===== config.mk =====
export PLATFORM = sky130hd
export DESIGN_NAME = od_detector
export DESIGN_NICKNAME = d
export VERILOG_FILES = /design/src/rtl/od_pkg.sv /design/src/rtl/od_classifier.sv /design/src/rtl/od_detector.sv
export SDC_FILE = /design/constraint.sdc
export NUM_CORES = 1
export LEC_CHECK = 0
export BUFFER_PORTS_ARGS = -buffer_cell sky130_fd_sc_hd__buf_4
export CAP_MARGIN = 10
export CORE_UTILIZATION = 48
export CTS_CLUSTER_SIZE = 20
export DETAILED_ROUTE_END_ITERATION = 8
export PLACE_DENSITY = 0.68
export SLEW_MARGIN = 20
export SYNTH_ARGS = -nofsm -noshare
export SYNTH_HDL_FRONTEND = slang
export SYNTH_SLANG_ARGS = --single-unit

===== constraint.sdc =====
create_clock -name clock -period 6.05 [get_ports clock]
set_input_delay 0 -clock clock [delete_from_list [all_inputs] [get_ports clock]]
set_output_delay 0 -clock clock [all_outputs]
set_load 0.005 [all_outputs]

===== src/rtl/od_pkg.sv =====
// shared constants of the orientation detector
package od_pkg;
	// ---------------------------------------------------------------
	// register offsets
	// ---------------------------------------------------------------
	localparam logic [7:0] ADDR_STATUS = 8'h10;
	localparam logic [7:0] ADDR_CONFIG = 8'h11;
	localparam logic [7:0] ADDR_DBCOUNT = 8'h12;
	localparam logic [7:0] ADDR_FACELOCK = 8'h13;

	// ---------------------------------------------------------------
	// field positions
	// ---------------------------------------------------------------
	localparam int STAT_CHANGE_BIT = 7;
	localparam int STAT_LOCK_BIT = 6;
	localparam int STAT_CODE_LSB = 1;
	localparam int STAT_FACING_BIT = 0;
	localparam int CFG_CLEAR_MODE_BIT = 7;
	localparam int CFG_ENABLE_BIT = 6;
	localparam int FL_TRIP_LSB = 6;
	localparam int FL_FIXED_BIT = 3;
	localparam int FL_LOCK_LSB = 0;

	// ---------------------------------------------------------------
	// reset values
	// ---------------------------------------------------------------
	localparam logic RST_CLEAR_MODE = 1'b1;
	localparam logic RST_ENABLE = 1'b0;
	localparam logic [7:0] RST_DBCOUNT = 8'h00;
	localparam logic [1:0] RST_TRIP_SEL = 2'h1;
	localparam logic [2:0] RST_LOCK_SEL = 3'h4;
	localparam logic [1:0] RST_CODE = 2'h0;
	localparam logic RST_FACING = 1'b0;
	localparam logic RST_LOCK = 1'b0;

	// ---------------------------------------------------------------
	// orientation codes and oversampling modes
	// ---------------------------------------------------------------
	localparam logic [1:0] CODE_PORTRAIT_UP = 2'h0;
	localparam logic [1:0] CODE_PORTRAIT_DOWN = 2'h1;
	localparam logic [1:0] CODE_LANDSCAPE_RIGHT = 2'h2;
	localparam logic [1:0] CODE_LANDSCAPE_LEFT = 2'h3;
	localparam logic [1:0] MODE_NORMAL = 2'h0;
	localparam logic [1:0] MODE_LOW_NOISE_LP = 2'h1;
	localparam logic [1:0] MODE_HIGH_RES = 2'h2;
	localparam logic [1:0] MODE_LOW_POWER = 2'h3;

	// ---------------------------------------------------------------
	// acceleration thresholds, counts at 1024 per g
	// ---------------------------------------------------------------
	localparam logic [11:0] OVER_RANGE_LIMIT = 12'h500;
	localparam logic [11:0] FACING_TRIP_80 = 12'h0B2;
	localparam logic [11:0] FACING_TRIP_75 = 12'h109;
	localparam logic [11:0] FACING_TRIP_70 = 12'h15E;
	localparam logic [11:0] FACING_TRIP_65 = 12'h1B1;
	localparam logic [11:0] LOCK_14 = 12'h3E2;
	localparam logic [11:0] LOCK_18 = 12'h3CE;
	localparam logic [11:0] LOCK_21 = 12'h3BC;
	localparam logic [11:0] LOCK_25 = 12'h3A0;
	localparam logic [11:0] LOCK_29 = 12'h380;
	localparam logic [11:0] LOCK_33 = 12'h35B;
	localparam logic [11:0] LOCK_37 = 12'h332;
	localparam logic [11:0] LOCK_42 = 12'h2F9;

	// ---------------------------------------------------------------
	// timing: smallest time step and its cycle count
	// ---------------------------------------------------------------
	localparam int CLOCK_PERIOD_NS = 10;
	localparam int STEP_UNIT_NS = 1250000;
	localparam int STEP_UNIT_CYCLES = STEP_UNIT_NS / CLOCK_PERIOD_NS;
	localparam logic [2:0] RATE_800 = 3'h0;
	localparam logic [2:0] RATE_400 = 3'h1;
	localparam logic [2:0] RATE_12_5 = 3'h5;
	localparam logic [7:0] MULT_2_5MS = 8'h02;
endpackage : od_pkg


===== src/rtl/od_classifier.sv =====
// per-sample orientation classifier
`timescale 1ns/100ps
module od_classifier (
	input wire logic clock,
	input wire logic nrst,
	input wire logic signed [11:0] accX,
	input wire logic signed [11:0] accY,
	input wire logic signed [11:0] accZ,
	input wire logic sampleValid,
	input wire logic [1:0] tripSel,
	input wire logic [2:0] lockSel,
	input wire logic curFacing,
	output logic candFacing,
	output logic [1:0] candCode,
	output logic candLock,
	output logic candValid
);
	// ---------------------------------------------------------------
	// magnitudes and thresholds
	// ---------------------------------------------------------------
	function automatic logic [11:0] magnitude(input logic signed [11:0] v);
		magnitude = v[11] ? 12'(-v) : 12'(v);
	endfunction : magnitude

	logic [11:0] magX, magY, magZ, facingTrip, lockTrip;
	logic overRange, facing_d, lock_d, valid_d, facing_q, lock_q, valid_q;
	logic [1:0] code_d, code_q;

	// trip levels from the two select fields
	always_comb begin
		magX = magnitude(accX);
		magY = magnitude(accY);
		magZ = magnitude(accZ);
		case (tripSel)
			2'h0: facingTrip = od_pkg::FACING_TRIP_80;
			2'h1: facingTrip = od_pkg::FACING_TRIP_75;
			2'h2: facingTrip = od_pkg::FACING_TRIP_70;
			default: facingTrip = od_pkg::FACING_TRIP_65;
		endcase
		case (lockSel)
			3'h0: lockTrip = od_pkg::LOCK_14;
			3'h1: lockTrip = od_pkg::LOCK_18;
			3'h2: lockTrip = od_pkg::LOCK_21;
			3'h3: lockTrip = od_pkg::LOCK_25;
			3'h4: lockTrip = od_pkg::LOCK_29;
			3'h5: lockTrip = od_pkg::LOCK_33;
			3'h6: lockTrip = od_pkg::LOCK_37;
			default: lockTrip = od_pkg::LOCK_42;
		endcase
	end

	// classify; the band between the two facing bounds keeps the last facing
	always_comb begin
		overRange = (magX > od_pkg::OVER_RANGE_LIMIT) || (magY > od_pkg::OVER_RANGE_LIMIT)
			|| (magZ > od_pkg::OVER_RANGE_LIMIT);
		facing_d = facing_q;
		lock_d = lock_q;
		code_d = code_q;
		valid_d = 1'b0;
		if (sampleValid && !overRange) begin
			valid_d = 1'b1;
			if (!accZ[11] && magZ > facingTrip)
				facing_d = 1'b1;
			else if (accZ[11] && magZ > facingTrip)
				facing_d = 1'b0;
			else
				facing_d = curFacing;
			lock_d = magZ > lockTrip;
			if (magY >= magX)
				code_d = accY[11] ? od_pkg::CODE_PORTRAIT_DOWN : od_pkg::CODE_PORTRAIT_UP;
			else
				code_d = accX[11] ? od_pkg::CODE_LANDSCAPE_LEFT : od_pkg::CODE_LANDSCAPE_RIGHT;
		end else if (!sampleValid) begin
			valid_d = valid_q; // keep the last valid verdict between samples
		end
	end

	always_ff @(posedge clock or negedge nrst) begin
		if (!nrst) begin
			facing_q <= 1'b0;
			lock_q <= 1'b0;
			code_q <= 2'h0;
			valid_q <= 1'b0;
		end else begin
			facing_q <= facing_d;
			lock_q <= lock_d;
			code_q <= code_d;
			valid_q <= valid_d;
		end
	end

	assign candFacing = facing_q;
	assign candCode = code_q;
	assign candLock = lock_q;
	assign candValid = valid_q;
endmodule : od_classifier


===== src/rtl/od_detector.sv =====
// orientation detector: registers, time step, debounce and change flag
// Functional notes
// - change flag on first result and any change
// - status read clears change flag unless a new change sets it in the read cycle
// - status read drops the interrupt
// - orientation code in status bits 2-1
// - facing in bit 0, one means back
// - bit 6 shows tilt lockout
// - status resets to front, portrait up, unlocked
// - hold result above 1.25 g on any axis
// - status keeps updating while flag set
// - clear mode bit: decrement or clear counter
// - detection runs only when enable bit set
// - eight-bit debounce count register, resets zero
// - wake/sleep change resets the debounce counter
// - time step follows sample period and mode
// - high resolution step stays 2.5 ms, except 1.25 ms at 800 Hz
// - three-bit tilt lock angle select, reset 29 deg
// - two-bit facing trip select, reset 75 deg
// - facing bounds from the trip select
`timescale 1ns/100ps
module od_detector #(
	parameter int STEP_UNIT_CYCLES = od_pkg::STEP_UNIT_CYCLES
) (
	input wire logic clock,
	input wire logic nrst,
	input wire logic signed [11:0] accX,
	input wire logic signed [11:0] accY,
	input wire logic signed [11:0] accZ,
	input wire logic sampleValid,
	input wire logic activeMode,
	input wire logic wakeState,
	input wire logic [2:0] outputSampleRate,
	input wire logic [1:0] oversampleMode,
	input wire logic [7:0] regAddr,
	input wire logic regWrEn,
	input wire logic [7:0] regWrData,
	input wire logic regRdEn,
	output logic [7:0] regRdData,
	output logic orientationIrq
);
	// ---------------------------------------------------------------
	// step multiplier in units of the smallest time step
	// ---------------------------------------------------------------
	function automatic logic [7:0] stepMult(input logic [2:0] rate, input logic [1:0] mode);
		if (rate == od_pkg::RATE_800)
			stepMult = 8'h01;
		else if (rate == od_pkg::RATE_400 || mode == od_pkg::MODE_HIGH_RES)
			stepMult = od_pkg::MULT_2_5MS;
		else if (rate < od_pkg::RATE_12_5)
			stepMult = 8'(8'h01 << rate); // 5, 10, 20 ms
		else if (mode == od_pkg::MODE_NORMAL)
			stepMult = 8'h10; // capped at 20 ms
		else if (mode == od_pkg::MODE_LOW_NOISE_LP || rate == od_pkg::RATE_12_5)
			stepMult = 8'h40; // 80 ms
		else
			stepMult = 8'h80; // 160 ms
	endfunction : stepMult

	function automatic logic isAddr(input logic [7:0] a, input logic [7:0] b);
		isAddr = (a == b);
	endfunction : isAddr

	// ---------------------------------------------------------------
	// register file
	// ---------------------------------------------------------------
	logic clearMode_q, clearMode_d, enable_q, enable_d;
	logic [7:0] dbCount_q, dbCount_d;
	logic [1:0] tripSel_q, tripSel_d;
	logic [2:0] lockSel_q, lockSel_d;
	logic [7:0] rdData_q, rdData_d;
	logic statusRead;

	// host writes; status is read-only
	always_comb begin
		clearMode_d = clearMode_q;
		enable_d = enable_q;
		dbCount_d = dbCount_q;
		tripSel_d = tripSel_q;
		lockSel_d = lockSel_q;
		if (regWrEn && isAddr(regAddr, od_pkg::ADDR_CONFIG)) begin
			clearMode_d = regWrData[od_pkg::CFG_CLEAR_MODE_BIT];
			enable_d = regWrData[od_pkg::CFG_ENABLE_BIT];
		end
		if (regWrEn && isAddr(regAddr, od_pkg::ADDR_DBCOUNT))
			dbCount_d = regWrData;
		if (regWrEn && isAddr(regAddr, od_pkg::ADDR_FACELOCK)) begin
			tripSel_d = regWrData[od_pkg::FL_TRIP_LSB +: 2];
			lockSel_d = regWrData[od_pkg::FL_LOCK_LSB +: 3];
		end
	end

	always_ff @(posedge clock or negedge nrst) begin
		if (!nrst) begin
			clearMode_q <= od_pkg::RST_CLEAR_MODE;
			enable_q <= od_pkg::RST_ENABLE;
			dbCount_q <= od_pkg::RST_DBCOUNT;
			tripSel_q <= od_pkg::RST_TRIP_SEL;
			lockSel_q <= od_pkg::RST_LOCK_SEL;
		end else begin
			clearMode_q <= clearMode_d;
			enable_q <= enable_d;
			dbCount_q <= dbCount_d;
			tripSel_q <= tripSel_d;
			lockSel_q <= lockSel_d;
		end
	end

	// ---------------------------------------------------------------
	// classifier
	// ---------------------------------------------------------------
	logic facing_q, facing_d, lock_q, lock_d, flag_q, flag_d, irq_q;
	logic [1:0] code_q, code_d;
	logic candFacing, candLock, candValid;
	logic [1:0] candCode;

	od_classifier classify (
		.clock(clock),
		.nrst(nrst),
		.accX(accX),
		.accY(accY),
		.accZ(accZ),
		.sampleValid(sampleValid),
		.tripSel(tripSel_q),
		.lockSel(lockSel_q),
		.curFacing(facing_q),
		.candFacing(candFacing),
		.candCode(candCode),
		.candLock(candLock),
		.candValid(candValid)
	);

	// ---------------------------------------------------------------
	// time step divider
	// ---------------------------------------------------------------
	logic [19:0] unitCnt_q, unitCnt_d;
	logic [7:0] multCnt_q, multCnt_d, mult;
	logic stepTick_q, stepTick_d, running;

	// one unit is the 800 Hz period; the step is a whole number of units
	always_comb begin
		running = enable_q && activeMode;
		mult = stepMult(outputSampleRate, oversampleMode);
		unitCnt_d = unitCnt_q + 20'h00001;
		multCnt_d = multCnt_q;
		stepTick_d = 1'b0;
		if (!running) begin
			unitCnt_d = 20'h00000;
			multCnt_d = 8'h00;
		end else if (unitCnt_q >= 20'(STEP_UNIT_CYCLES - 1)) begin
			unitCnt_d = 20'h00000;
			if (multCnt_q >= mult - 8'h01) begin
				multCnt_d = 8'h00;
				stepTick_d = 1'b1;
			end else begin
				multCnt_d = multCnt_q + 8'h01;
			end
		end
	end

	always_ff @(posedge clock or negedge nrst) begin
		if (!nrst) begin
			unitCnt_q <= 20'h00000;
			multCnt_q <= 8'h00;
			stepTick_q <= 1'b0;
		end else begin
			unitCnt_q <= unitCnt_d;
			multCnt_q <= multCnt_d;
			stepTick_q <= stepTick_d;
		end
	end

	// ---------------------------------------------------------------
	// debounce and reported status
	// ---------------------------------------------------------------
	logic [7:0] dbc_q, dbc_d;
	logic first_q, first_d, active_q, wake_q, differs, report, setFlag;

	// a standby-to-active edge arms the first report; wake/sleep edges restart counting
	always_comb begin
		dbc_d = dbc_q;
		first_d = first_q;
		facing_d = facing_q;
		code_d = code_q;
		lock_d = lock_q;
		report = 1'b0;
		differs = (candFacing != facing_q) || (candCode != code_q) || (candLock != lock_q);
		if (activeMode && !active_q)
			first_d = 1'b1;
		if (wakeState != wake_q) begin
			dbc_d = 8'h00;
		end else if (stepTick_q && enable_q && candValid) begin
			if (first_q) begin
				report = 1'b1;
				first_d = 1'b0;
				dbc_d = 8'h00;
			end else if (differs) begin
				if (dbc_q >= dbCount_q) begin
					report = 1'b1;
					dbc_d = 8'h00;
				end else begin
					dbc_d = dbc_q + 8'h01;
				end
			end else if (clearMode_q) begin
				dbc_d = 8'h00;
			end else if (dbc_q != 8'h00) begin
				dbc_d = dbc_q - 8'h01;
			end
		end
		// results keep moving even while the flag is still set
		if (report) begin
			facing_d = candFacing;
			code_d = candCode;
			lock_d = candLock;
		end
		setFlag = report && (first_q || differs);
		statusRead = regRdEn && isAddr(regAddr, od_pkg::ADDR_STATUS);
		// a new event in the read cycle survives the clear
		flag_d = setFlag ? 1'b1 : (statusRead ? 1'b0 : flag_q);
	end

	always_ff @(posedge clock or negedge nrst) begin
		if (!nrst) begin
			dbc_q <= 8'h00;
			first_q <= 1'b0;
			active_q <= 1'b0;
			wake_q <= 1'b1; // awake idle level, so reset makes no false wake/sleep edge
			facing_q <= od_pkg::RST_FACING;
			code_q <= od_pkg::RST_CODE;
			lock_q <= od_pkg::RST_LOCK;
			flag_q <= 1'b0;
			irq_q <= 1'b0;
		end else begin
			dbc_q <= dbc_d;
			first_q <= first_d;
			active_q <= activeMode;
			wake_q <= wakeState;
			facing_q <= facing_d;
			code_q <= code_d;
			lock_q <= lock_d;
			flag_q <= flag_d;
			irq_q <= flag_d;
		end
	end

	// ---------------------------------------------------------------
	// read data
	// ---------------------------------------------------------------
	// unmapped offsets read zero; spare status and config bits read zero
	always_comb begin
		rdData_d = rdData_q;
		if (regRdEn) begin
			rdData_d = 8'h00;
			case (regAddr)
				od_pkg::ADDR_STATUS: begin
					rdData_d[od_pkg::STAT_CHANGE_BIT] = flag_q;
					rdData_d[od_pkg::STAT_LOCK_BIT] = lock_q;
					rdData_d[od_pkg::STAT_CODE_LSB +: 2] = code_q;
					rdData_d[od_pkg::STAT_FACING_BIT] = facing_q;
				end
				od_pkg::ADDR_CONFIG: begin
					rdData_d[od_pkg::CFG_CLEAR_MODE_BIT] = clearMode_q;
					rdData_d[od_pkg::CFG_ENABLE_BIT] = enable_q;
				end
				od_pkg::ADDR_DBCOUNT: rdData_d = dbCount_q;
				od_pkg::ADDR_FACELOCK: begin
					rdData_d[od_pkg::FL_TRIP_LSB +: 2] = tripSel_q;
					rdData_d[od_pkg::FL_FIXED_BIT] = 1'b1;
					rdData_d[od_pkg::FL_LOCK_LSB +: 3] = lockSel_q;
				end
				default: rdData_d = 8'h00;
			endcase
		end
	end

	always_ff @(posedge clock or negedge nrst) begin
		if (!nrst)
			rdData_q <= 8'h00;
		else
			rdData_q <= rdData_d;
	end

	assign regRdData = rdData_q;
	assign orientationIrq = irq_q;
endmodule : od_detector


# == Yosys cells after proc, flatten, opt, wreduce, memory -nomap -nowiden ==
# Cells that the tools add are included.
# totals
register_bits,73
out_inout_bits,9
wordCells,140
# classes
n_addsub,8
n_lt_le_gt_ge,10
n_eq_ne,21
shift,1
n_mux,47
n_reduce_logical,32
# op_table
cell,count
8-bit 2-to-1 mux,15
9-bit one-hot mux with 7 select lines,1
20-bit 2-to-1 mux,2
"12-bit by 11-bit > comparator with 1-bit output, second input constant",3
12-bit 2-to-1 mux,3
12-bit negator,3
"8-bit by 5-bit equality test with 1-bit output, second input constant",4
9-bit one-hot mux with 3 select lines,1
"20-bit by 1-bit adder with 20-bit output, second input constant",1
"20-bit by 17-bit >= comparator with 1-bit output, second input constant",1
1-bit 2-to-1 mux,20
"8-bit by 1-bit adder with 8-bit output, second input constant",2
8-bit >= comparator,2
"8-bit by 1-bit subtractor with 8-bit output, second input constant",2
"3-bit equality test, second input constant",4
12-bit >= comparator,1
12-bit by 10-bit > comparator with 1-bit output,1
12-bit by 9-bit > comparator with 1-bit output,1
1-bit logical AND,12
3-bit one-hot mux with 3 select lines,1
2-bit one-hot mux with 4 select lines,1
8-bit nonzero test,1
"1-bit by 3-bit << shifter with 8-bit output, first input constant",1
1-bit logical OR,7
other kinds (16),29

# == Longest topological paths before layout ==
# Gate-level depths: netlist (run 1).
# depth
depth_word,12
ltp_mapped,16
depth_no_buf,13

# == Cells and area by module ==
# From an unflattened synthesis (run 1), not the netlist that was laid out.
# hier_totals
cells_unflattened,640
hier_area_um2,5949.5
# by_module_without_submodules
module,n_inst,cells_each,area_per_inst_um2
od_detector,1,390,3937.5
od_classifier,1,250,2011.9

# == Least setup slack after synthesis (run 1) ==
# No wires, ideal clock.
# synth_timing
path_type,in2reg
start,in outputSampleRate[1]
end,reg multCnt_q[0]
setup_time_ns,0.083
arrival_time_ns,2.590
required_ns,5.967
setup_slack_ns,3.377
cell_stages,14
path_cell_list,clkbuf_1 -> or3_1 -> ha_1 -> clkbuf_1 -> nor3b_1 -> a21oi_1 -> o21ai_0 -> a221oi_1 -> ha_1 -> a2111oi_0 -> o21a_1 -> clkbuf_1 -> o21ai_0 -> o21ai_0
# synth_between
elab_chain_len,12
elab_cells_between_ends,17
# synth_rtl
element,line_no,rtl
"start, declared",od_detector.sv:33,"input wire logic [2:0] outputSampleRate,"
3-bit equality test,od_detector.sv:54,else if (mode == od_pkg::MODE_LOW_NOISE_LP || rate == od_pkg::RATE_12_5)
1-bit logical OR,od_detector.sv:54,
8-bit 2-to-1 mux,od_detector.sv:54,
8-bit 2-to-1 mux,od_detector.sv:52,else if (mode == od_pkg::MODE_NORMAL)
8-bit 2-to-1 mux,od_detector.sv:50,else if (rate < od_pkg::RATE_12_5)
8-bit 2-to-1 mux,od_detector.sv:48,else if (rate == od_pkg::RATE_400 || mode == od_pkg::MODE_HIGH_RES)
8-bit 2-to-1 mux *,od_detector.sv:46,if (rate == od_pkg::RATE_800)
8-bit by 1-bit subtractor with 8-bit output *,od_detector.sv:152,if (multCnt_q >= mult - 8'h01) begin
8-bit >= comparator *,od_detector.sv:152,
8-bit 2-to-1 mux *,od_detector.sv:152,
8-bit 2-to-1 mux *,od_detector.sv:150,end else if (unitCnt_q >= 20'(STEP_UNIT_CYCLES - 1)) begin
8-bit 2-to-1 mux *,od_detector.sv:147,if (!running) begin
"end signal, assigned",od_detector.sv:168,multCnt_q <= multCnt_d;
"end, declared",od_detector.sv:137,"logic [7:0] multCnt_q, multCnt_d, mult;"
# Every way passes the cells marked *; elsewhere a longest branch is shown, timed or not. The select of a mux whose other input is x is not followed.
# A chain may end at the register's enable or synchronous reset.

# == Final worst setup path (run 1) ==
# layout_timing
start,reg tripSel_q[0]
end,reg classify.facing_q (netlist: classify.candFacing)
# layout_between
elab_chain_len,6
elab_cells_between_ends,9
# layout_rtl
element,line_no,rtl
"start, declared",od_detector.sv:69,"logic [1:0] tripSel_q, tripSel_d;"
"start signal, assigned",od_detector.sv:98,tripSel_q <= od_pkg::RST_TRIP_SEL;
"start signal, assigned",od_detector.sv:104,tripSel_q <= tripSel_d;
2-bit equality test (tied with other cells),od_classifier.sv:34,case (tripSel)
9-bit one-hot mux with 3 select lines *,od_classifier.sv:34,
12-bit by 9-bit > comparator with 1-bit output *,"od_classifier.sv:62, od_classifier.sv:64",
1-bit logical AND,od_classifier.sv:64,else if (accZ[11] && magZ > facingTrip)
1-bit 2-to-1 mux,od_classifier.sv:64,
1-bit 2-to-1 mux *,od_classifier.sv:62,if (!accZ[11] && magZ > facingTrip)
"end signal, assigned",od_classifier.sv:85,facing_q <= facing_d;
"end, declared",od_classifier.sv:26,"logic overRange, facing_d, lock_d, valid_d, facing_q, lock_q, valid_q;"
# Every way passes the cells marked *; elsewhere a longest branch is shown, timed or not.

==> results of run 1 <==
==> synthesized netlist by cell type, types with 3 or more instances <==
cell type	count
o21a_1	5
ha_1	60
or4_1	5
nand2b_1	14
nand4_1	6
dfstp_2	4
or3_1	6
a2111oi_0	3
o31ai_1	9
nand2_1	55
a211oi_1	3
and3_1	7
a22oi_1	6
mux2_2	24
dfrtp_1	69
o2111ai_1	5
nor4_1	8
xor2_1	22
o21ai_0	45
nand3_1	35
nor3_1	15
and2_1	5
nor2_1	56
o41ai_1	4
inv_1	44
a21o_1	8
nor2b_1	5
o211ai_1	13
and4_1	3
or2_2	5
clkbuf_1	19
xnor2_1	30
a31oi_1	4
mux2i_1	8
nand4b_1	3
o22ai_1	6
a21oi_1	21
==> area by class of cell <==
cell class	count	area (sq um)
clock buffer	11	252.7
clock inverter	5	30.03
fill	1061	5031
inverter	44	165.2
multi-input combinational	541	3846
sequential	73	1832
tap	147	183.9
timing repair buffer	85	670.6
==> sequential cells by signal (all words and copies together), names as in the netlist, 2 cells and up <==
signal / cells
classify.candCode: 2
regRdData: 8
unitCnt_q: 20
dbCount_q: 8
lockSel_q: 3
dbc_q: 8
code_q: 2
tripSel_q: 2
multCnt_q: 8
==> layer usage <==
metal / global-route usage / vias to the layer above / routed length [microns]
met3: 0.03482 / 16 / 465
met2: 0.3551 / 123 / 6141
met5: 0 / - / 0
li1: - / 2605 / -
met1: 0.2676 / 2385 / 5991
met4: 0.04737 / 0 / 179
==> final timing paths <==
check / startpoint / end / slack (ns)
worst max-delay path: tripSel_q[0]$_DFFE_PN1P_ / classify.candFacing$_DFFE_PN0P_ / 3.17
worst min-delay path: regAddr[1] / regRdData[3]$_DFFE_PN0P_ / 0.03
worst max register to register: tripSel_q[0]$_DFFE_PN1P_ / classify.candFacing$_DFFE_PN0P_ / 3.17
worst min register to register: active_q$_DFF_PN0_ / first_q$_DFF_PN0_ / 0.45
max in group asynchronous: nrst / multCnt_q[0]$_DFFE_PN0P_ / 5.10
min in group asynchronous: nrst / dbCount_q[1]$_DFFE_PN0P_ / 0.35
==> logic make-up after synthesis <==
logic type      count (synthesis)
buf+inv                        64
simple gates                  239
flops                          73
mux                            35
fa+ha+maj                      60
other cells                     2
compound gates                151
xor+xnor                       52
==> placed cells by master (no fill, tap or decap), drive strengths merged, types with 9 or more instances in the layout <==
cell         synthesis  routed
buf                  0      72
dfrtp               69      69
ha                  60      60
nor2                56      56
nand2               55      55
o21ai               46      46
inv                 44      44
nand3               35      35
xnor2               30      30
mux2                25      25
xor2                22      22
a21oi               21      21
nor3                15      15
nand2b              14      14
o211ai              13      13
dlygate4sd3          0      13
clkbuf              20      11
o31ai                9       9
nor4                 9       9
a21o                 9       9
==> worst register-to-register path: stages (launching register included) <==
cell and delay (ns):
dfstp_2 0.58, inv_1 0.09, ha_1 0.23, o21bai_1 0.13
ha_1 0.25, nor2b_1 0.13, o31ai_1 0.24, a211oi_1 0.12
a2111oi_0 0.40, o211ai_1 0.18, mux2i_1 0.14, mux2_2 0.26
==> repair_timing <==
item	CTS	global route
hold buffers	13	0
endpoints found under the hold margin	96	0
setup endpoints to repair	0	0
gates resized for setup	0	0
==> stage by stage <==
stage,instances,worst slack (ns)
final,906,3.174
after CTS,906,3.122
after detailed placement,877,3.134
after global routing,906,2.950
after floorplan,678,3.377
after global placement,877,3.208
==> power by group <==
| group | leakage (uW) | switching (uW) | internal [uW] |
|---|---|---|---|
| logic | 0.00195 | 161 | 144 |
| clock network | 0.000137 | 196 | 297 |
| registers | 0.000978 | 20.7 | 511 |
==> results.py, run 1 <==
metrics = {
    "synth": {
        "syn-mean-instance-area_sq_um": 8.745,
        "synthMuxAreaShare": 0.06942,
        "synth_edf_count": 0,
        "yosys.area.top_type": "dfrtp_1",
        "synth_compound_area_frac": 0.1689,
        "ys_warn_count": 0,
        "synthSimpleGateAreaFrac": 0.2057,
        "synth_adder_area_share": 0.1270,
        "synth_area_sq_mm": 0.005912,
        "synthTopCellsByArea": "dfrtp_1, ha_1, mux2_2, xnor2_1, o21ai_0",
        "synth_flop_cell": "dfrtp_1",
        "synth_cell_types": 63,
        "ys_ff_latch": 73,
        "yosysSeqAreaShare": 0.3098,
        "synthArstFlopShare": 1.000,
        "synth_xor_xnor_area_share": 0.07704,
        "synth_top_family_by_area": "simple AND/OR/NAND/NOR gates",
        "syn_inst": 676,
        "netlist.area_leader.share": 0.2921,
    },
    "die": {
        "initial_utilization": 0.4922,
        "rows": 40,
        "die_w_microns": 113.0,
        "core_sq_mm": 0.01201,
        "die_h_microns": 113.0,
        "die-area_sq_mm": 0.01276,
        "boundaryPins": 73,
    },
    "setup_path": {
        "worstRegToRegCells": 11,
        "crit_type": "reg2reg",
        "arrival_ns": 3.08,
        "cp-start-kind": "register",
        "worstSetupEndpointType": "register",
        "path_buf_inv": 1,
        "crit_top_cell": "ha_1",
        "cp_max_fo": 6,
        "crit_chain": "inv_1, ha_1, o21bai_1, ha_1, nor2b_1, o31ai_1, a211oi_1, a2111oi_0, o211ai_1, mux2i_1, mux2_2",
        "required_ns": 6.26,
        "max_stage_delay_ns": 0.58,
        "critPathTopFamily": "compound AO/OA/AOI/OAI gates",
        "critical_path_depth": 11,
        "worst_path_max_delay_cell": "dfstp_2",
    },
    "final_layout": {
        "n_antenna_cell": 0,
        "final_area_sq_mm": 0.006980,
        "fin_nets": 878,
        "post_route_cells_drive_above_1_share": 0.1726,
        "area_delta_synth_final_pct": 18.07,
        "utilization": 0.5811,
    },
    "global_routing": {
        "antenna_found_initial": 0,
        "globalRouteTotalUtil": 0.2047,
        "grt_max_degree": 74,
        "grt_pass1_wl_microns": 21550,
        "grt_overflow_total": 0,
        "first_global_vias": 4825,
    },
    "clocking": {
        "cts_root_buf": "clkbuf_16",
        "clk_path_buf_depth": 2,
        "cts_sinks": 73,
        "clk_latency_ns": 0.33,
        "ctsHtreeMaxLevel": 3,
        "cts_tree": "done",
        "cts_setup_buffers": 0,
        "cts_buffers": 9,
        "path_clk_slew_ns": 0.06,
    },
    "placed_design": {
        "dpl_cell_area_sq_mm": 0.006568,
        "globalplace.congestion": 0.8545,
        "dp_hpwl_microns": 9787,
        "io_buffer_count": 72,
    },
    "sta": {
        "min_period_ns": 2.876,
        "finClkSkew_ns": 0.008630,
        "max_clock_freq_mhz": 347.6,
        "tns_ns": 0,
        "tightest_slew_ns": 0.9172,
        "hold_viol_final": 0,
        "layout_worst_path_cycle_share": 0.4755,
        "slew_viol_final": 0,
        "rsz0062_at_grt": "no",
        "holdWs_ns": 0.03458,
        "finalSetupViolCount": 0,
        "slew_headroom": 0.3886,
    },
    "outcome": {
        "status": "finished clean",
    },
    "detailed_routing": {
        "vias": 5129,
        "drc_errors": 0,
        "dr.pass1.iters": 6,
        "viasPerCell": 5.661,
        "ant_nets": 0,
        "drt_iter0_markers": 293,
        "finalWirelength_microns": 12780,
        "wl_per_cell_microns": 14.10,
    },
    "pwr": {
        "leakage_uw": 0.003061,
        "vdd_ir_drop_max_mv": 0.1291,
        "power.density_mw_per_mm2": 190.5,
        "p_total_uw": 1330,
    },
    "worst_hold_path": {
        "hold_depth": 3,
        "hold_class": "in2reg",
    },
    "flow_run": {
        "cap_violations": 0,
    },
}
Note: power is estimated with default switching activity, not from simulation.
==> run 2: changes to the inputs <==
- ABC_AREA: not set -> 1
- clock period: 6.05 -> 2.78 ns (I/O delays scaled with it)
==> run 2 against run 1 <==
Sequential share of layout area shrank 1.1 points. Worst setup slack lost 2.6 ns. Flip-flop and latch count is the same. Synthesized cell count grew 32%. Maximum frequency grew 28%. Routed wire length grew 1.1%. Combinational power grew 95%. Critical path depth grew 5. Final area grew 4.4%. Register-to-register slack lost 2.6 ns. Sequential power grew 110%. Critical path type unchanged.
==> results.py, run 2 <==
metrics = {
    "synth": {
        "synth_edf_count": 0,
        "ys_warn_count": 0,
        "synth_most_common_cell": "nand2_1",
        "ys_ff_latch": 73,
        "synthTopCellsByArea": "dfrtp_1, nand2_1, ha_1, inv_1, nand3_1",
        "synth_common_cells": "nand2_1, inv_1, nand3_1, nor2_1, dfrtp_1",
        "synth_area_sq_mm": 0.006182,
        "yosysSeqAreaShare": 0.2963,
        "synth_cell_types": 45,
        "netlist.area_leader.share": 0.2793,
        "syn_inst": 889,
        "yosys.area.top_type": "dfrtp_1",
        "synthArstFlopShare": 1.000,
        "synth_flop_cell": "dfrtp_1",
        "syn-mean-instance-area_sq_um": 6.954,
    },
    "placed_design": {
        "dp_hpwl_microns": 10030,
        "dp_slack_ns": 0.4125,
        "globalplace.congestion": 0.8215,
        "io_buffer_count": 72,
    },
    "setup_path": {
        "arrival_ns": 2.47,
        "cp-start-kind": "register",
        "r2r_start": "tripSel_q[0]$_DFFE_PN1P_",
        "required_ns": 3.00,
        "worstRegToRegCells": 16,
        "rr_endpoint": "classify.candFacing$_DFFE_PN0P_",
        "r2r_slack_ns": 0.53,
        "cp_max_fo": 5,
        "worstSetupEndpointType": "register",
        "crit_type": "reg2reg",
    },
    "pwr": {
        "comb_power_share": 0.205,
        "p_sw_uw": 853.9,
        "p_sw_frac": 0.2942,
        "internal-power_uw": 2049,
        "power_frac_seq": 0.391,
        "power.density_mw_per_mm2": 398.1,
        "power_frac_clock": 0.405,
        "leakage_uw": 0.003876,
        "vdd_ir_drop_max_mv": 0.3367,
    },
    "die": {
        "rows": 41,
        "core_sq_mm": 0.01257,
        "die_h_microns": 115.5,
        "initial_utilization": 0.4919,
        "boundaryPins": 73,
        "die_w_microns": 115.5,
        "die-area_sq_mm": 0.01334,
    },
    "final_layout": {
        "mostFrequentLayoutCells": "nand2_1, inv_1, nand3_1, nor2_1, buf_4",
        "nFillCells": 1206,
        "largest_register_ffs": 20,
        "n_antenna_cell": 0,
        "area_delta_synth_final_pct": 17.93,
        "final_common_cell": "nand2_1",
        "register_area_sq_mm": 0.001832,
        "multiInputGateArea_sq_mm": 0.003735,
        "top_register": "unitCnt_q",
        "post_route_cells_drive_above_1_share": 0.1461,
        "fin_nets": 1098,
    },
    "global_routing": {
        "antenna_found_initial": 0,
        "grt_overflow_total": 0,
        "globalRouteTotalUtil": 0.2049,
        "grt_max_degree": 74,
        "first_global_vias": 4898,
        "grt_pass1_wl_microns": 21980,
    },
    "detailed_routing": {
        "viasPerCell": 4.838,
        "wl_per_cell_microns": 11.22,
        "vias": 5568,
        "dr.pass1.iters": 6,
        "drc_errors": 0,
        "finalWirelength_microns": 12920,
        "drt_iter0_markers": 309,
        "ant_nets": 0,
    },
    "clocking": {
        "cts_root_buf": "clkbuf_16",
        "clk_latency_ns": 0.33,
        "clk_path_buf_depth": 2,
        "ctsResizeCount": 0,
        "ctsHtreeMaxLevel": 3,
        "path_clk_slew_ns": 0.06,
        "cts_tree": "done",
        "cts_buffers": 9,
        "cts_sinks": 73,
    },
    "sta": {
        "finClkSkew_ns": 0.006207,
        "min_period_ns": 2.250,
        "max_clock_freq_mhz": 444.5,
        "finalSetupViolCount": 0,
        "layout_worst_path_cycle_share": 0.8093,
        "slew_headroom": 0.3873,
        "slew_viol_final": 0,
        "setup_slack_ns": 0.5302,
        "rsz0062_at_grt": "no",
        "tightest_slew_ns": 0.9190,
        "hold_viol_final": 0,
        "tns_ns": 0,
        "holdWs_ns": 0.02527,
    },
    "worst_hold_path": {
        "hold_depth": 3,
        "hold_class": "in2reg",
        "min_to": "clearMode_q$_DFFE_PN1P_",
        "hp-start": "regWrEn",
    },
    "flow_run": {
        "cap_violations": 0,
    },
    "outcome": {
        "status": "finished clean",
    },
}
[run 2: logic make-up after synthesis]
logic type	synth area share
adder cells (fa/ha/maj)	0.1214
AO/OA/AOI/OAI	0.1178
AND/OR/NAND/NOR	0.3216
other	0.001215
XOR/XNOR	0.04088
flip-flops	0.2963
buffers and inverters	0.1008
[run 2: worst max path at each step]
| stage | from | end | slack [ns] | cells past startpoint |
|---|---|---|---|---|
| after global routing | tripSel_q[0]$_DFFE_PN1P_ | classify.candFacing$_DFFE_PN0P_ | 0.31 | 16 |
| after CTS | tripSel_q[0]$_DFFE_PN1P_ | classify.candFacing$_DFFE_PN0P_ | 0.51 | 16 |
| final | tripSel_q[0]$_DFFE_PN1P_ | classify.candFacing$_DFFE_PN0P_ | 0.53 | 16 |
| after global placement | outputSampleRate[1] | multCnt_q[0]$_DFFE_PN0P_ | 0.47 | 17 |
| after floorplan | tripSel_q[0]$_DFFE_PN1P_ | classify.candFacing$_DFFE_PN0P_ | 0.73 | 18 |
| after detailed placement | outputSampleRate[1] | multCnt_q[1]$_DFFE_PN0P_ | 0.41 | 17 |
[run 2: layout make-up]
cell class | count | area share
Clock buffer | 9 | 0.03089
Clock inverter | 7 | 0.01098
Multi-Input combinational cell | 663 | 0.5123
Sequential cell | 73 | 0.2512
Tap cell | 172 | 0.02952
Inverter | 142 | 0.07311
Timing Repair Buffer | 85 | 0.09199
[run 2: what timing repair did]
action	4_1_cts	5_1_grt
hold buffers	13	0
endpoints found under the hold margin	87	0
endpoints found under the setup margin	0	0
buffers inserted	0	0
[run 2: per-stage QoR]
step           power [uW]  instances  instance area, sq um  utilization
5_1_grt              3072       1151                  7291       0.5801
4_1_cts              2936       1151                  7291       0.5801
6_report             2902       1151                  7291       0.5801
3_3_place_gp         1729       1122                  6855       0.5454
3_5_place_dp         1736       1122                  6855       0.5454
2_1_floorplan        1548        891                  6190            -
[run 2: critical path: stages, from the launching register on]
cell     delay, ns
dfstp_2       0.57
inv_1         0.10
ha_1          0.34
inv_1         0.05
ha_1          0.28
a21oi_1       0.17
nand2_1       0.07
nand2_1       0.05
nand2_1       0.05
nand2_1       0.05
nand2_1       0.05
nand2_1       0.07
nand2_1       0.05
nand2_1       0.05
nand2_1       0.04
nand4_1       0.09
nand2_1       0.05
[run 2: metal layers]
| layer | up-vias | routed length [microns] | track usage |
|---|---|---|---|
| li1 | 3042 | - | - |
| met1 | 2408 | 6490 | 0.2838 |
| met2 | 108 | 5844 | 0.3365 |
| met3 | 10 | 482 | 0.03713 |
| met4 | 0 | 97 | 0.03810 |
| met5 | - | 0 | 0 |
[run 2: power by group through the flow]
stage | combinational [uW] | sequential, uW | clock (uW)
detailed placement | 583 | 1150 | 0
CTS | 600 | 1130 | 1200
finish | 594 | 1130 | 1180
global route | 696 | 1140 | 1240
global placement | 576 | 1150 | 0
floorplan | 404 | 1140 | 0
==> run 3: changes to the inputs <==
- PLACE_DENSITY: 0.68 -> 0.7
- clock period: 2.78 -> 2.05 ns (I/O delays scaled with it)
==> run 3 against run 2 <==
Register-to-register slack got worse by 0.53 ns. Combinational power increased by 51%. Clock skew increased by 0.00087 ns. Global-route usage increased by 1.4 points. Clock power increased by 24%. Flip-flop and latch count unchanged. Sequential power increased by 36%. Worst setup slack got worse by 0.53 ns. Die area unchanged. Via count increased by 6.2%.
==> results.py, run 3 (synthesis results as in run 2) <==
metrics = {
    "outcome": {
        "status": "finished clean",
    },
    "flow_run": {
        "cap_violations": 0,
    },
    "clocking": {
        "clk_latency_ns": 0.34,
        "cts_sinks": 73,
        "cts_tree": "done",
        "path_clk_slew_ns": 0.06,
        "cts_root_buf": "clkbuf_16",
        "clk_path_buf_depth": 2,
        "ctsHtreeMaxLevel": 3,
        "cts_buffers": 9,
    },
    "setup_path": {
        "worstSetupEndpointType": "register",
        "r2r_start": "tripSel_q[0]$_DFFE_PN1P_",
        "max_stage_delay_ns": 0.56,
        "worstRegToRegCells": 18,
        "critPathTopFamily": "simple AND/OR/NAND/NOR gates",
        "crit_end": "classify.candFacing$_DFFE_PN0P_",
        "arrival_ns": 2.27,
        "worst_path_max_delay_cell": "dfstp_2",
        "cp-start-kind": "register",
        "cp_max_fo": 4,
        "crit_chain": "inv_4, ha_4, o21bai_1, ha_1, nand2_1, nand2_1, nand2_1, nand2_1, nand2_1, nand2_1, nand2_1, nand2_1, nand2_1, nand2_1, nand2_1, nand2_1, nand4_1, nand2_1",
        "rr_endpoint": "classify.candFacing$_DFFE_PN0P_",
        "crit_type": "reg2reg",
        "crit_start": "tripSel_q[0]$_DFFE_PN1P_",
        "r2r_slack_ns": 0.004,
        "path_buf_inv": 1,
        "crit_top_cell": "nand2_1",
        "required_ns": 2.27,
        "critical_path_depth": 18,
    },
    "global_routing": {
        "grt_pass1_wl_microns": 23490,
        "grt_max_degree": 74,
        "globalRouteTotalUtil": 0.2184,
        "antenna_found_initial": 0,
        "grt_overflow_total": 0,
        "first_global_vias": 5393,
    },
    "placed_design": {
        "io_buffer_count": 72,
        "dp_slack_ns": -0.1691,
        "dpl_cell_area_sq_mm": 0.007141,
        "dp_hpwl_microns": 10510,
        "globalplace.congestion": 0.8274,
    },
    "sta": {
        "layout_worst_path_cycle_share": 0.9979,
        "slew_viol_final": 0,
        "max_clock_freq_mhz": 488.8,
        "finalSetupViolCount": 0,
        "slew_headroom": 0.3939,
        "min_period_ns": 2.046,
        "hold_viol_final": 0,
        "setup_slack_ns": 0.004249,
        "finClkSkew_ns": 0.007076,
        "rsz0062_at_grt": "yes",
        "tightest_slew_ns": 0.9091,
    },
    "final_layout": {
        "fin_nets": 1138,
        "top_register": "unitCnt_q",
        "n_antenna_cell": 0,
        "final_area_sq_mm": 0.007707,
        "final_common_cell": "nand2_1",
        "mostFrequentLayoutCells": "nand2_1, inv_1, buf_4, nand3_1, dfrtp_1",
        "largest_register_ffs": 20,
        "area_delta_synth_final_pct": 24.67,
        "post_route_cells_drive_above_1_share": 0.2053,
    },
    "detailed_routing": {
        "drt_iter0_markers": 371,
        "finalWirelength_microns": 13790,
        "ant_nets": 0,
        "drc_errors": 0,
        "wl_per_cell_microns": 11.59,
        "dr.pass1.iters": 5,
        "viasPerCell": 4.971,
        "vias": 5915,
    },
    "pwr": {
        "power.density_mw_per_mm2": 506.0,
        "leakage_uw": 0.004082,
        "vdd_ir_drop_max_mv": 0.3608,
    },
    "die": {
        "boundaryPins": 73,
        "die_h_microns": 115.5,
        "die-area_sq_mm": 0.01334,
        "core_sq_mm": 0.01257,
        "initial_utilization": 0.4919,
        "die_w_microns": 115.5,
        "rows": 41,
    },
    "worst_hold_path": {
        "hold_class": "in2reg",
        "hp-start": "regWrData[7]",
    },
}
-- run 3: worst register-to-register path, stage by stage (launching register included) --
cell,delay [ns]
dfstp_2,0.56
inv_4,0.06
ha_4,0.15
o21bai_1,0.16
ha_1,0.27
nand2_1,0.06
nand2_1,0.05
nand2_1,0.06
nand2_1,0.05
nand2_1,0.05
nand2_1,0.04
nand2_1,0.05
nand2_1,0.04
nand2_1,0.06
nand2_1,0.05
nand2_1,0.05
nand2_1,0.05
nand4_1,0.08
nand2_1,0.05
-- run 3: power breakdown --
| part | switching [uW] | total (uW) | internal (uW) |
|---|---|---|---|
| combinational | 506 | 897 | 391 |
| sequential | 44.1 | 1540 | 1490 |
| clock | 585 | 1460 | 879 |
| total | 1140 | 3900 | 2760 |
-- run 3: worst min-delay path by stage --
stage,depth (start not counted),slack (ns),endpoint
after CTS,3,0.003,clearMode_q$_DFFE_PN1P_
after floorplan,0,-0.30,active_q$_DFF_PN0_
after global placement,1,0.14,wake_q$_DFF_PN1_
final,3,0.0003,clearMode_q$_DFFE_PN1P_
after global routing,3,0.03,clearMode_q$_DFFE_PN1P_
after detailed placement,1,0.14,wake_q$_DFF_PN1_
-- run 3: repair_timing --
| item | 4_1_cts | 5_1_grt |
|---|---|---|
| setup endpoints to repair | 2 | 22 |
| buffers inserted | 0 | 3 |
| hold buffers | 12 | 0 |
| endpoints found under the hold margin | 88 | 0 |
| gates resized for setup | 8 | 29 |
| gates cloned | 0 | 0 |
| pin swaps | 8 | 4 |
-- run 3: final cells by class --
class	instances	area (sq um)
Inverter	142	535.5
Multi-Input combinational cell	663	3861
Tap cell	172	215.2
Clock inverter	2	15.01
Clock buffer	13	260.3
Sequential cell	73	1832
Fill cell	1169	4861
Timing Repair Buffer	125	988.4
-- run 3: per-stage QoR --
stage                     power (uW)  utilization  hold WS (ns)  cells  setup TNS [ns]
final                           3900       0.6132     0.0002910   1190               0
after global routing            4132       0.6132       0.03206   1190         -0.2670
after CTS                       3910       0.6027      0.002843   1187        -0.02122
after detailed placement        2413       0.5681        0.1369   1160          -1.252
after global placement          2395       0.5681        0.1353   1160         -0.8413
after floorplan                 2099            -       -0.2956    891               0
-- run 3: routing by layer --
metal	global-route usage	share of wire
met1	0.2910	0.49
met2	0.3701	0.47
met3	0.03975	0.038
met4	0.04589	0.0068
met5	0	0
